`src/ccs_pkg.sv`:
```
/*
  Shared constants and types for the charge cycle sequencer: register map,
  reset values, strap level codes, state encoding, timing counts and the
  packed carriers for the analog sense and drive bundles.
  Assumes a 40 MHz system clock and an APB master with 32-bit data.
*/
package ccs_pkg;

  // ----------------------------------------------------------------------
  // timing
  // ----------------------------------------------------------------------
  localparam int CLK_PERIOD_PS   = 25000;
  localparam int CYC_PER_US      = 1_000_000 / CLK_PERIOD_PS;
  localparam int RAMP_STEP_US    = 400;
  localparam int TICK_CYC        = RAMP_STEP_US * CYC_PER_US;
  localparam int DETECT_HALF_MS  = 1500;   // two halves give a 3 s presence test
  localparam int OPEN_SHORT_MS   = 1500;
  localparam int RETRY_S         = 30;
  localparam int PROFILE_US      = 11000;
  localparam int DETECT_TICKS    = DETECT_HALF_MS * 1000 / RAMP_STEP_US;
  localparam int OPEN_SHORT_TICKS = OPEN_SHORT_MS * 1000 / RAMP_STEP_US;
  localparam int RETRY_TICKS     = RETRY_S * 1_000_000 / RAMP_STEP_US;
  localparam int PROFILE_CYC     = PROFILE_US * CYC_PER_US;

  // ----------------------------------------------------------------------
  // codes and levels
  // ----------------------------------------------------------------------
  localparam logic [1:0]  LV_GND       = 2'h0;
  localparam logic [1:0]  LV_MID       = 2'h1;   // mid_supply_level
  localparam logic [1:0]  LV_HIGH      = 2'h2;
  localparam logic [4:0]  CODE_MAX     = 5'h1f;
  localparam logic [4:0]  CODE_PRECH   = 5'h03;
  localparam logic [8:0]  VREG_BASE    = 9'h131; // 3.8125 V in 12.5 mV steps

  // ----------------------------------------------------------------------
  // register map
  // ----------------------------------------------------------------------
  localparam logic [7:0]  ADR_CTRL     = 8'h00;
  localparam logic [7:0]  ADR_USER     = 8'h04;
  localparam logic [7:0]  ADR_THERM    = 8'h08;
  localparam logic [7:0]  ADR_ALERT_EN = 8'h0c;
  localparam logic [7:0]  ADR_ALERT    = 8'h10;
  localparam logic [7:0]  ADR_STATUS   = 8'h14;
  localparam logic [7:0]  ADR_DAC      = 8'h18;
  localparam logic [4:0]  RST_ICODE    = 5'h1f;
  localparam logic [4:0]  RST_VCODE    = 5'h1f;
  localparam logic [7:0]  RST_T_START  = 8'h78;  // 120 C
  localparam logic [7:0]  RST_T_END    = 8'h7d;  // 125 C
  localparam int          AL_MISSING   = 0;
  localparam int          AL_SHORT     = 1;
  localparam int          AL_DETFAIL   = 2;
  localparam int          AL_THERMAL   = 3;

  typedef enum logic [9:0] {
    ST_CFG_ERR  = 10'h001,
    ST_DET_LOAD = 10'h002,
    ST_DET_CHG  = 10'h004,
    ST_OPEN_SHT = 10'h008,
    ST_MISSING  = 10'h010,
    ST_SHORTED  = 10'h020,
    ST_DET_FAIL = 10'h040,
    ST_TRICKLE  = 10'h080,
    ST_PRECHG   = 10'h100,
    ST_MAIN     = 10'h200
  } ccs_state_e;

  typedef struct packed {
    logic [1:0] count_strap_hi;
    logic [1:0] count_strap_lo;
    logic       bat_unstable;   // battery voltage moving during the test
    logic       bat_open;
    logic       bat_short;
    logic       sense_low;      // battery_sense_pin below 2.5 V
    logic       sense_prech;    // below 2.85 V per cell
    logic       therm_open;
    logic [7:0] die_temp;       // degrees C
  } ccs_sense_s;

  typedef struct packed {
    logic       det_load_en;
    logic       det_chg_en;
    logic       trickle_en;
    logic       switcher_en;
    logic [4:0] icharge_dac;
    logic [4:0] vcharge_dac;
  } ccs_drive_s;

endpackage : ccs_pkg

```
`src/ccs_sequencer.sv`:
```
/*
  Charge cycle sequencer: strap decode, battery detection with faults and
  retry, ramped current DAC, trickle/precharge/main phases, thermal cap,
  APB register file and the active-low alert line.
  Assumes analog comparators deliver the sense bundle asynchronously and
  the temperature-profile block delivers its codes on pclk.
*/
// Chosen here: the address map and the APB slave port.
`timescale 1ns/1ps
module ccs_sequencer #(
  parameter int TICK_CYCLES    = ccs_pkg::TICK_CYC,
  parameter int DET_TICKS      = ccs_pkg::DETECT_TICKS,
  parameter int OS_TICKS       = ccs_pkg::OPEN_SHORT_TICKS,
  parameter int RETRY_TICKS    = ccs_pkg::RETRY_TICKS,
  parameter int PROFILE_CYCLES = ccs_pkg::PROFILE_CYC
) (
  input  wire logic               pclk,         // system clock
  input  wire logic               presetn,      // async reset
  input  wire logic               psel,         // apb select
  input  wire logic               penable,      // apb access phase
  input  wire logic               pwrite,       // apb direction
  input  wire logic [7:0]         paddr,        // apb byte address
  input  wire logic [31:0]        pwdata,       // apb write data
  output logic      [31:0]        prdata,       // apb read data
  output logic                    pready,       // apb ready
  output logic                    pslverr,      // unmapped address
  input  wire ccs_pkg::ccs_sense_s sense_in,    // analog comparator bundle
  input  wire logic [4:0]         prof_icode,   // profile current code
  input  wire logic [4:0]         prof_vcode,   // profile voltage code
  output ccs_pkg::ccs_drive_s     drive_out,    // power stage controls
  output logic      [11:0]        vreg_target,  // cv target, 12.5 mV units
  output logic      [5:0]         isense_mv,    // cc sense target, mV
  output logic      [3:0]         cell_count,   // decoded cells, 0 = error
  output logic                    alert_n       // shared alert, active low
);
  import ccs_pkg::*;

  // --------------------------------------------------------------------
  // helpers
  // --------------------------------------------------------------------
  function automatic logic [3:0] cells_of(input logic [1:0] hi, input logic [1:0] lo);
    int n;
    n = 1 + 3 * (2 - int'(hi)) + (2 - int'(lo));
    if (hi > LV_HIGH || lo > LV_HIGH || n > 8)
      return 4'h0;
    return 4'(n);
  endfunction : cells_of

  function automatic logic reg_hit(input logic [7:0] a);
    return a == ADR_CTRL || a == ADR_USER || a == ADR_THERM || a == ADR_ALERT_EN
        || a == ADR_ALERT || a == ADR_STATUS || a == ADR_DAC;
  endfunction : reg_hit

  ccs_sense_s sync1_r, sense;
  ccs_state_e state_r, state_nxt;
  logic [13:0] cyc_r;
  logic [16:0] tcnt_r;
  logic [18:0] prof_r;
  logic        tick, cell_err, unst_r, switching, wr, therm_act_r;
  logic        profile_en_r;
  logic [4:0]  user_i_r, user_v_r, ramp_r, target, cap, idac_r, vdac_r;
  logic [7:0]  t_start_r, t_end_r;
  logic [3:0]  al_en_r, al_r, al_evt;

  // --------------------------------------------------------------------
  // synchronisers: pins pass two flops before use
  // --------------------------------------------------------------------
  always_ff @(posedge pclk or negedge presetn)
  begin
    if (!presetn)
    begin
      sync1_r <= '0;
      sense   <= '0;
    end
    else
    begin
      sync1_r <= sense_in;
      sense   <= sync1_r;
    end
  end

  // strap decode, a zero count is the ground/ground error or level code 3 on either strap
  always_ff @(posedge pclk or negedge presetn)
  begin
    if (!presetn)
      cell_count <= 4'h0;
    else
      cell_count <= cells_of(sense.count_strap_hi, sense.count_strap_lo);
  end
  assign cell_err = cell_count == 4'h0;

  // --------------------------------------------------------------------
  // apb slave: zero wait, read data captured in the setup cycle
  // --------------------------------------------------------------------
  assign pready  = 1'b1;
  assign pslverr = psel && penable && !reg_hit(paddr);
  assign wr      = psel && penable && pwrite && reg_hit(paddr);

  always_ff @(posedge pclk or negedge presetn)
  begin
    if (!presetn)
      prdata <= 32'h0000_0000;
    else if (psel && !penable && !pwrite)
    begin
      case (paddr)
        ADR_CTRL:     prdata <= {31'h0000_0000, profile_en_r};
        ADR_USER:     prdata <= {19'h0_0000, user_v_r, 3'h0, user_i_r};
        ADR_THERM:    prdata <= {16'h0000, t_end_r, t_start_r};
        ADR_ALERT_EN: prdata <= {28'h000_0000, al_en_r};
        ADR_ALERT:    prdata <= {28'h000_0000, al_r};
        ADR_STATUS:   prdata <= {14'h0000, state_r, 2'h0, therm_act_r, cell_err, cell_count};
        ADR_DAC:      prdata <= {19'h0_0000, vdac_r, 3'h0, idac_r};
        default:      prdata <= 32'h0000_0000;
      endcase
    end
  end

  // control registers; a profile refresh lands unless the host writes the user register that cycle
  always_ff @(posedge pclk or negedge presetn)
  begin
    if (!presetn)
    begin
      profile_en_r <= 1'b1;
      user_i_r     <= RST_ICODE;
      user_v_r     <= RST_VCODE;
      t_start_r    <= RST_T_START;
      t_end_r      <= RST_T_END;
      al_en_r      <= 4'h0;
    end
    else
    begin
      if (wr && paddr == ADR_CTRL)
        profile_en_r <= pwdata[0];
      if (wr && paddr == ADR_USER)
      begin
        user_i_r <= pwdata[4:0];
        user_v_r <= pwdata[12:8];
      end
      else if (profile_en_r && prof_r == 19'(PROFILE_CYCLES - 1))
      begin
        user_i_r <= prof_icode;
        user_v_r <= prof_vcode;
      end
      if (wr && paddr == ADR_THERM)
      begin
        t_start_r <= pwdata[7:0];
        t_end_r   <= pwdata[15:8];
      end
      if (wr && paddr == ADR_ALERT_EN)
        al_en_r <= pwdata[3:0];
    end
  end

  // 11 ms profile refresh counter, free running
  always_ff @(posedge pclk or negedge presetn)
  begin
    if (!presetn)
      prof_r <= 19'h0_0000;
    else if (prof_r == 19'(PROFILE_CYCLES - 1))
      prof_r <= 19'h0_0000;
    else
      prof_r <= prof_r + 19'h0_0001;
  end

  // --------------------------------------------------------------------
  // prescaler: both counters restart whenever the state changes
  // --------------------------------------------------------------------
  assign tick = cyc_r == 14'(TICK_CYCLES - 1);

  always_ff @(posedge pclk or negedge presetn)
  begin
    if (!presetn)
    begin
      cyc_r  <= 14'h0000;
      tcnt_r <= 17'h0_0000;
    end
    else if (state_nxt != state_r)
    begin
      cyc_r  <= 14'h0000;
      tcnt_r <= 17'h0_0000;
    end
    else if (tick)
    begin
      cyc_r  <= 14'h0000;
      tcnt_r <= tcnt_r + 17'h0_0001;
    end
    else
      cyc_r <= cyc_r + 14'h0001;
  end

  // --------------------------------------------------------------------
  // charge cycle state machine
  // --------------------------------------------------------------------
  function automatic ccs_state_e phase_of(input logic low, input logic prech);
    if (low)
      return ST_TRICKLE;
    if (prech)
      return ST_PRECHG;
    return ST_MAIN;
  endfunction : phase_of

  always_comb
  begin
    state_nxt = state_r;
    if (cell_err)
      state_nxt = ST_CFG_ERR;
    else if (sense.therm_open)
      state_nxt = ST_MISSING; // no retry while the thermistor stays open
    else
    begin
      case (state_r)
        ST_CFG_ERR:
          state_nxt = ST_DET_LOAD;
        ST_DET_LOAD:
          if (tick && tcnt_r == 17'(DET_TICKS - 1))
            state_nxt = ST_DET_CHG;
        ST_DET_CHG:
          if (tick && tcnt_r == 17'(DET_TICKS - 1))
            state_nxt = (unst_r || sense.bat_unstable) ? ST_OPEN_SHT
                      : phase_of(sense.sense_low, sense.sense_prech);
        ST_OPEN_SHT:
          if (tick && tcnt_r == 17'(OS_TICKS - 1))
          begin
            if (sense.bat_open)
              state_nxt = ST_MISSING;
            else if (sense.bat_short)
              state_nxt = ST_SHORTED;
            else if (sense.bat_unstable)
              state_nxt = ST_DET_FAIL;
            else
              state_nxt = phase_of(sense.sense_low, sense.sense_prech);
          end
        ST_MISSING, ST_SHORTED, ST_DET_FAIL:
          if (tick && tcnt_r == 17'(RETRY_TICKS - 1))
            state_nxt = ST_DET_LOAD;
        ST_TRICKLE:
          if (!sense.sense_low)
            state_nxt = phase_of(1'b0, sense.sense_prech);
        ST_PRECHG:
          if (!sense.sense_prech)
            state_nxt = ST_MAIN;
        ST_MAIN:
          state_nxt = ST_MAIN;
        default:
          state_nxt = ST_CFG_ERR;
      endcase
    end
  end

  always_ff @(posedge pclk or negedge presetn)
  begin
    if (!presetn)
      state_r <= ST_CFG_ERR;
    else
      state_r <= state_nxt;
  end

  // instability seen anywhere in the presence test decides the open/short test
  always_ff @(posedge pclk or negedge presetn)
  begin
    if (!presetn)
      unst_r <= 1'b0;
    else if (state_r != ST_DET_LOAD && state_r != ST_DET_CHG)
      unst_r <= 1'b0;
    else if (sense.bat_unstable)
      unst_r <= 1'b1;
  end

  // --------------------------------------------------------------------
  // current ramp and thermal cap
  // --------------------------------------------------------------------
  assign switching = state_r == ST_DET_CHG || state_r == ST_OPEN_SHT
                  || state_r == ST_PRECHG || state_r == ST_MAIN;

  // minimum code during detection, code 3 in precharge
  always_comb
  begin
    case (state_r)
      ST_PRECHG: target = CODE_PRECH;
      ST_MAIN:   target = profile_en_r ? prof_icode : user_i_r;
      default:   target = 5'h00;
    endcase
  end

  // ramp restarts from zero whenever the switcher is off
  always_ff @(posedge pclk or negedge presetn)
  begin
    if (!presetn)
      ramp_r <= 5'h00;
    else if (!switching)
      ramp_r <= 5'h00;
    else if (tick && ramp_r < target)
      ramp_r <= ramp_r + 5'h01;
    else if (tick && ramp_r > target)
      ramp_r <= ramp_r - 5'h01;
  end

  // linear cap; a combinational divide is fine at this clock rate
  always_comb
  begin
    logic [12:0] prod;
    prod = 13'(sense.die_temp - t_start_r) * 13'(CODE_MAX);
    if (sense.die_temp <= t_start_r)
      cap = CODE_MAX;
    else if (sense.die_temp >= t_end_r)
      cap = 5'h00;
    else
      cap = CODE_MAX - 5'(prod / 13'(t_end_r - t_start_r));
  end

  always_ff @(posedge pclk or negedge presetn)
  begin
    if (!presetn)
    begin
      idac_r      <= 5'h00;
      therm_act_r <= 1'b0;
    end
    else
    begin
      idac_r      <= (cap < ramp_r) ? cap : ramp_r;
      therm_act_r <= switching && cap < ramp_r;
    end
  end

  // --------------------------------------------------------------------
  // alerts: set wins over a clearing write; clearing the enable hides it
  // --------------------------------------------------------------------
  assign al_evt[AL_MISSING] = state_nxt == ST_MISSING && state_r != ST_MISSING;
  assign al_evt[AL_SHORT]   = state_nxt == ST_SHORTED && state_r != ST_SHORTED;
  assign al_evt[AL_DETFAIL] = state_nxt == ST_DET_FAIL && state_r != ST_DET_FAIL;
  assign al_evt[AL_THERMAL] = therm_act_r;

  always_ff @(posedge pclk or negedge presetn)
  begin
    if (!presetn)
      al_r <= 4'h0;
    else
      al_r <= ((wr && paddr == ADR_ALERT) ? (al_r & pwdata[3:0]) : al_r)
            | (al_evt & al_en_r);
  end
  assign alert_n = ~|(al_r & al_en_r);

  // --------------------------------------------------------------------
  // drive outputs
  // --------------------------------------------------------------------
  assign drive_out.det_load_en = state_r == ST_DET_LOAD;
  assign drive_out.det_chg_en  = state_r == ST_DET_CHG;
  assign drive_out.trickle_en  = state_r == ST_TRICKLE;
  assign drive_out.switcher_en = switching;
  assign drive_out.icharge_dac = idac_r;
  assign drive_out.vcharge_dac = vdac_r;

  always_ff @(posedge pclk or negedge presetn)
  begin
    if (!presetn)
    begin
      vdac_r                <= 5'h00;
      vreg_target           <= 12'h000;
      isense_mv             <= 6'h00;
    end
    else
    begin
      vdac_r      <= profile_en_r ? prof_vcode : user_v_r;
      // widen before the product: eight cells at code 31 need all 12 bits
      vreg_target <= (12'(VREG_BASE) + 12'(vdac_r)) * 12'(cell_count);
      isense_mv   <= 6'(idac_r) + 6'h01;
    end
  end
endmodule : ccs_sequencer

```
`config.mk`:
```
export PLATFORM = sky130hd
export DESIGN_NAME = ccs_sequencer
export DESIGN_NICKNAME = d
export VERILOG_FILES = /design/src/ccs_pkg.sv /design/src/ccs_sequencer.sv
export SDC_FILE = /design/constraint.sdc
export NUM_CORES = 1
export LEC_CHECK = 0
export ABC_AREA = 1
export BUFFER_PORTS_ARGS = -buffer_cell sky130_fd_sc_hd__buf_2
export CORE_MARGIN = 3
export CORE_UTILIZATION = 35
export DETAILED_ROUTE_END_ITERATION = 8
export SLEW_MARGIN = 10
export SYNTH_ARGS = -nofsm -noshare
export SYNTH_HDL_FRONTEND = slang
export SYNTH_SLANG_ARGS = --single-unit
```
`constraint.sdc`:
```
create_clock -name pclk -period 41.4 [get_ports pclk]
set_input_delay 4.14 -clock pclk [delete_from_list [all_inputs] [get_ports pclk]]
set_output_delay 4.14 -clock pclk [all_outputs]
set_load 0.02 [all_outputs]
```
Word level (Yosys, flattened, before mapping) --
Cells that the tools add are included.
Operators by class: div/mod/pow operators 1, multiplexer cells 76, equal/unequal tests 30, order comparisons 8, bitwise logic cells 4, reductions and logical operators 44, $add $sub $neg 14, shift-type cells 0, multipliers 3
Operators with widths (number):
- 2-to-1 mux 10 bit | 20
- case mux 18 bit (7 select lines) | 1
- case mux 10 bit (8 select lines) | 1
- 2-to-1 mux 5 bit | 12
- 2-to-1 mux 17 bit | 2
- 2-to-1 mux 1 bit | 33
- 2-to-1 mux 14 bit | 2
- equality test 8 x 5 -> 1 bit (second input constant) | 3
- logical AND 1 bit | 21
- equality test 10 x 5 -> 1 bit (second input constant) | 2
- equality test 10 x 6 -> 1 bit (second input constant) | 2
- equality test 10 x 7 -> 1 bit (second input constant) | 2
- adder 19 x 1 -> 19 bit (second input constant) | 1
- equality test 19 bit (second input constant) | 1
- 2-to-1 mux 19 bit | 1
- subtractor 8 x 8 -> 9 bit | 2
- adder 17 x 1 -> 17 bit (second input constant) | 1
- equality test 17 x 12 -> 1 bit (second input constant) | 1
- equality test 17 bit (second input constant) | 1
- equality test 8 x 4 -> 1 bit (second input constant) | 2
- adder 14 x 1 -> 14 bit (second input constant) | 1
- equality test 14 bit (second input constant) | 1
- divider 13 x 13 -> 13 bit | 1
- multiplier 9 x 6 -> 13 bit (second input constant) | 1
- 42 further kinds | 65
Word-level totals: memories 0, register bits 202, latch bits 0, output and inout bits 71, input port bits 73, word-level logic and storage cells 218, ROM bits 0, memory bits (writable) 0

Logic depth before layout (Yosys ltp) --
depth in word-level cells 29, gate-level depth with buffers 187, gate-level depth less buffers 182

Worst setup path after synthesis --
OpenSTA, ideal clock, no wires.
kind register to register, from reg sense[0] in the netlist's numbering, to reg idac_r[4], path slack 18.805 ns, required time 41.273 ns, setup time 0.127 ns, path buffers 5, cell stages (with the launch flop) 180, clock period less this slack 22.595 ns, data arrival time 22.467 ns, cell sequence dfrtp_1 inv_1 ha_1 inv_1 fa_1 nand2_1 nand2_1 nand3_1 nand3_1 nand2_1 inv_1 ha_1 xor2_1 fa_1 inv_1 fa_1 inv_1 ha_1 (+144 left out) inv_1 a21oi_1 inv_1 clkbuf_1 o21ai_1 inv_1 ha_1 nand2_1 inv_1 nand3_1 nor2_1 a221o_1 o31ai_1 o21ai_0 nand2_1 clkinv_1 nand2_1 o21ai_0
On the way: longest elaborated chain between the ends 8, elaborated cells on any way between the ends 10, those cells by class add/sub: 2; mul: 1; div: 1; order compare: 3; mux: 3
Ends and longest elaborated chain:
- from (decl) | line ccs_sequencer.sv:54 | ccs_sense_s sync1_r, sense;
- from (signal assigned) | line ccs_sequencer.sv:78 | sense <= sync1_r;
- subtractor 8 x 8 -> 9 bit | line ccs_sequencer.sv:302 | prod = 13'(sense.die_temp - t_start_r) * 13'(CODE_MAX);
- multiplier 9 x 6 -> 13 bit | line ccs_sequencer.sv:302
- divider 13 x 13 -> 13 bit | line ccs_sequencer.sv:308 | cap = CODE_MAX - 5'(prod / 13'(t_end_r - t_start_r));
- subtractor 5 bit | line ccs_sequencer.sv:308
- 2-to-1 mux 5 bit | line ccs_sequencer.sv:305 | else if (sense.die_temp >= t_end_r)
- 2-to-1 mux 5 bit * | line ccs_sequencer.sv:303 | if (sense.die_temp <= t_start_r)
- less-than comparator 5 bit | line ccs_sequencer.sv:320 | idac_r <= (cap < ramp_r) ? cap : ramp_r;
- 2-to-1 mux 5 bit * | line ccs_sequencer.sv:320
- to (signal assigned) | line ccs_sequencer.sv:320
- to (decl) | line ccs_sequencer.sv:61 | logic [4:0] user_i_r, user_v_r, ramp_r, target, cap, idac_r, vdac_r;
Every way passes the cells marked *; elsewhere a longest branch is shown, timed or not. A chain may end at the register's enable or synchronous reset.

Final worst setup path --
from reg t_start_r[5], to reg idac_r[3]
On the way: longest elaborated chain between the ends 8, elaborated cells on any way between the ends 10, those cells by class add/sub: 3; mul: 1; div: 1; order compare: 2; mux: 3
Ends and longest elaborated chain:
- from (decl) | line ccs_sequencer.sv:62 | logic [7:0] t_start_r, t_end_r;
- from (signal assigned) | line ccs_sequencer.sv:146 | t_start_r <= pwdata[7:0];
- subtractor 8 x 8 -> 9 bit | line ccs_sequencer.sv:302
- multiplier 9 x 6 -> 13 bit | line ccs_sequencer.sv:302
- divider 13 x 13 -> 13 bit | line ccs_sequencer.sv:308
- subtractor 5 bit | line ccs_sequencer.sv:308
- 2-to-1 mux 5 bit | line ccs_sequencer.sv:305
- 2-to-1 mux 5 bit * | line ccs_sequencer.sv:303
- less-than comparator 5 bit | line ccs_sequencer.sv:320
- 2-to-1 mux 5 bit * | line ccs_sequencer.sv:320
Marks and branches as above.

==> run_results.csv <==
group,metric,value,unit
die,die_w,223,um
cells_and_area,area_delta_synth_final,10.5,%
place,place_congestion,0.922,
critical_path,crit_buf_inv,27,
cells_and_area,final_common_cell,"nand2_1",
routing,vias,14354,
sta,hold_violations,0,
clock_network,cts_buffers,17,
sta,rsz0062_at_grt,"false",
worst_hold_path,min_path_type,"register to register",
sta,max_clock_freq,0.0387,GHz
global_route,grt_pass1_vias,14293,
cells_and_area,fin_nets,2567,
global_route,overflow,0,
logic_synthesis,synth.yosys.seq_area_share,28.6,%
sta,final.setup.tns,0,ns
place,dp_slack,15.67,ns
routing,drt_iter0_markers,894,
global_route,antenna_found_initial,7,
sta,setup_slack,15.55,ns
critical_path,worstSetupPathType,"register to register",
routing,drt.antenna.violating_nets,0,
clock_network,cts_sinks,188,
clock_network,clk_path_buf_depth,2,
sta,relSlewSlack,28.6,%
sta,fin_crit_sh,62.4,%
sta,setup_viol,0,
clock_network,hold_buffers,0,
sta,tightest_slew,1.07,ns
global_route,grt_pass1_wl,69.2,mm
die,num_rows,79,
critical_path,end_kind,"register",
sta,whs,0.350,ns
cells_and_area,fillerInstances,4832,
critical_path,worstPathRequired,41.72,ns
logic_synthesis,yosysWarnings,0,
die,dieHeight,223,um
sta,finalCriticalPeriod,25.85,ns
critical_path,cp-start-kind,"register",
logic_synthesis,ys_types,71,
sta,finalMaxSlewViolations,0,
routing,drc,0,
routing,drt-wirelength-per-cell,14.4,um
clock_network,postCtsSetupBuffers,0,
critical_path,critPathTopFamily,"compound AO/OA/AOI/OAI gates",
status,outcome,"complete, no violations",
routing,dr.pass1.iters,6,
logic_synthesis,synth_area_leaders,"dfrtp_1 25%, ha_1 14%, nand2_1 9.6%",
logic_synthesis,async_reset_ff_share,100,%
place,io_buffer_count,112,
sta,fin_worst_skew,0.00906,ns
critical_path,critical_path_arrival,26.17,ns
die,die_area,49900,sq um
global_route,grt_use_total,16.9,%
critical_path,cp_slowest_cell,"fa_1",
routing,vias_per_cell,4.96,
clock_network,cts_root_buffer,"clkbuf_16",
clock_network,clock_latency,0.45,ns
job,max-cap-violations,0,
logic_synthesis,post-synth-top-area-cell,"dfrtp_1",
die,core_region_area,46700,sq um
clock_network,cts_tree,"done",
die,io_pins,144,
place,dp_hpwl,33.9,mm
logic_synthesis,ys.flop_type,"dfrtp_1",
logic_synthesis,synth_seq_cells,188,
clock_network,htreeDepth,4,
logic_synthesis,netlist_area,16500,sq um
clock_network,clkTransAtPathRegs,0.07,ns
logic_synthesis,synth_area_per_cell,7.65,sq um
clock_network,postCtsResizedCells,0,
die,floorplan.initialDensity,35.5,%
logic_synthesis,synth_edf_count,0,
logic_synthesis,synth_top_area_share,25.1,%
routing,drt-total-wl,41.7,mm
global_route,grt_max_degree,87,
critical_path,max_stage_delay,0.53,ns
cells_and_area,drive_above_1_share,12.7,%
cells_and_area,final_cell_mix,"424 x nand2_1, 369 x inv_1, 191 x ha_1",
critical_path,cp_common_cell,"nand2_1",
logic_synthesis,syn_inst,2163,
critical_path,cp_max_fo,18,
==> through the flow <==
stage | cells | util (%) | area [sq um]
floorplan | 2176 | - | 16600
global placement | 2858 | 38.0 | 17700
detailed placement | 2858 | 38.0 | 17700
CTS | 2890 | 39.2 | 18300
global route | 2894 | 39.2 | 18300
finish | 2894 | 39.2 | 18300
==> final cells by class <==
type                            instances  area [sq um]  area share (%)
Clock buffer                           18           439            2.40
Timing Repair Buffer                  119           622            3.40
Tap cell                              607           759            4.15
Multi-Input combinational cell       1555         10100            55.4
Inverter                              389          1460            8.00
Antenna cell                            4          10.0          0.0547
Sequential cell                       188          4730            25.9
Clock inverter                         14           128           0.698
==> cell families (layout without fill, tap and decap cells) <==
family,after synthesis,after routing,synth area share [%]
AO/OA/AOI/OAI,351,351,13.0
other,2,19,0.0454
XOR/XNOR,109,109,5.77
buffers and inverters,433,540,10.5
multiplexers,4,4,0.272
AND/OR/NAND/NOR,852,852,23.4
flip-flops,188,188,28.6
adder cells (fa/ha/maj),224,224,18.4
==> worst reg2reg max path, delay by kind of cell (launching register included) <==
family / cells / cell delay [ns]
DFF: 1 / 0.51
AOI/OAI and AO/OA: 58 / 9.25
adders and majority gates: 18 / 6.04
and+or+nand+nor: 71 / 7.56
buffers and inverters: 27 / 2.33
==> registers in the layout (all words and copies together), names as in the netlist <==
register / cells
prof_r: 19
prdata: 18
sense: 18
sync1_r: 18
tcnt_r: 17
cyc_r: 14
vreg_target: 12
state_r: 10
t_end_r: 8
t_start_r: 8
isense_mv: 6
idac_r: 5
ramp_r: 5
user_i_r: 5
user_v_r: 5
vdac_r: 5
al_en_r: 4
al_r: 4
cell_count: 4
profile_en_r: 1
therm_act_r: 1
unst_r: 1
==> per-layer routing <==
| metal | GRT usage, % | wire, um |
|---|---|---|
| met5 | 0 | 42 |
| met3 | 2.64 | 1740 |
| met2 | 29.6 | 20300 |
| met1 | 21.3 | 18700 |
| met4 | 5.43 | 934 |
==> cell usage after synthesis (8+ instances only) <==
| cell type | number |
|---|---|
| o21ai_2 | 14 |
| nand2_2 | 14 |
| or2_2 | 15 |
| fa_1 | 33 |
| nor2_1 | 147 |
| o21ai_1 | 23 |
| nand4_1 | 27 |
| inv_1 | 369 |
| a21oi_2 | 8 |
| nor2_2 | 8 |
| ha_1 | 191 |
| a31oi_1 | 10 |
| xnor2_1 | 38 |
| dfrtp_1 | 166 |
| dfstp_2 | 22 |
| o31ai_1 | 8 |
| nor4_1 | 16 |
| clkbuf_1 | 18 |
| a21o_1 | 18 |
| a21oi_1 | 88 |
| nand3_1 | 113 |
| o22ai_1 | 20 |
| xor2_1 | 71 |
| o21ai_0 | 110 |
| buf_4 | 16 |
| nand2_1 | 424 |
| nor3_1 | 46 |
| a221oi_1 | 9 |
| inv_2 | 16 |
==> final timing paths <==
path                               from              end  slack (ns)  depth (start not counted)
max                        t_start_r[5]        idac_r[3]       15.55                        174
min                          sync1_r[7]         sense[7]        0.35                          0
max reg2reg                t_start_r[5]        idac_r[3]       15.55                        174
min reg2reg                  sync1_r[7]         sense[7]        0.35                          0
max in group asynchronous       presetn  vreg_target[10]       35.85                          3
min in group asynchronous       presetn         cyc_r[2]        3.72                          1
Power is not shown: default switching activity piles up to over one toggle a cycle in this logic, so the estimate is an artifact.
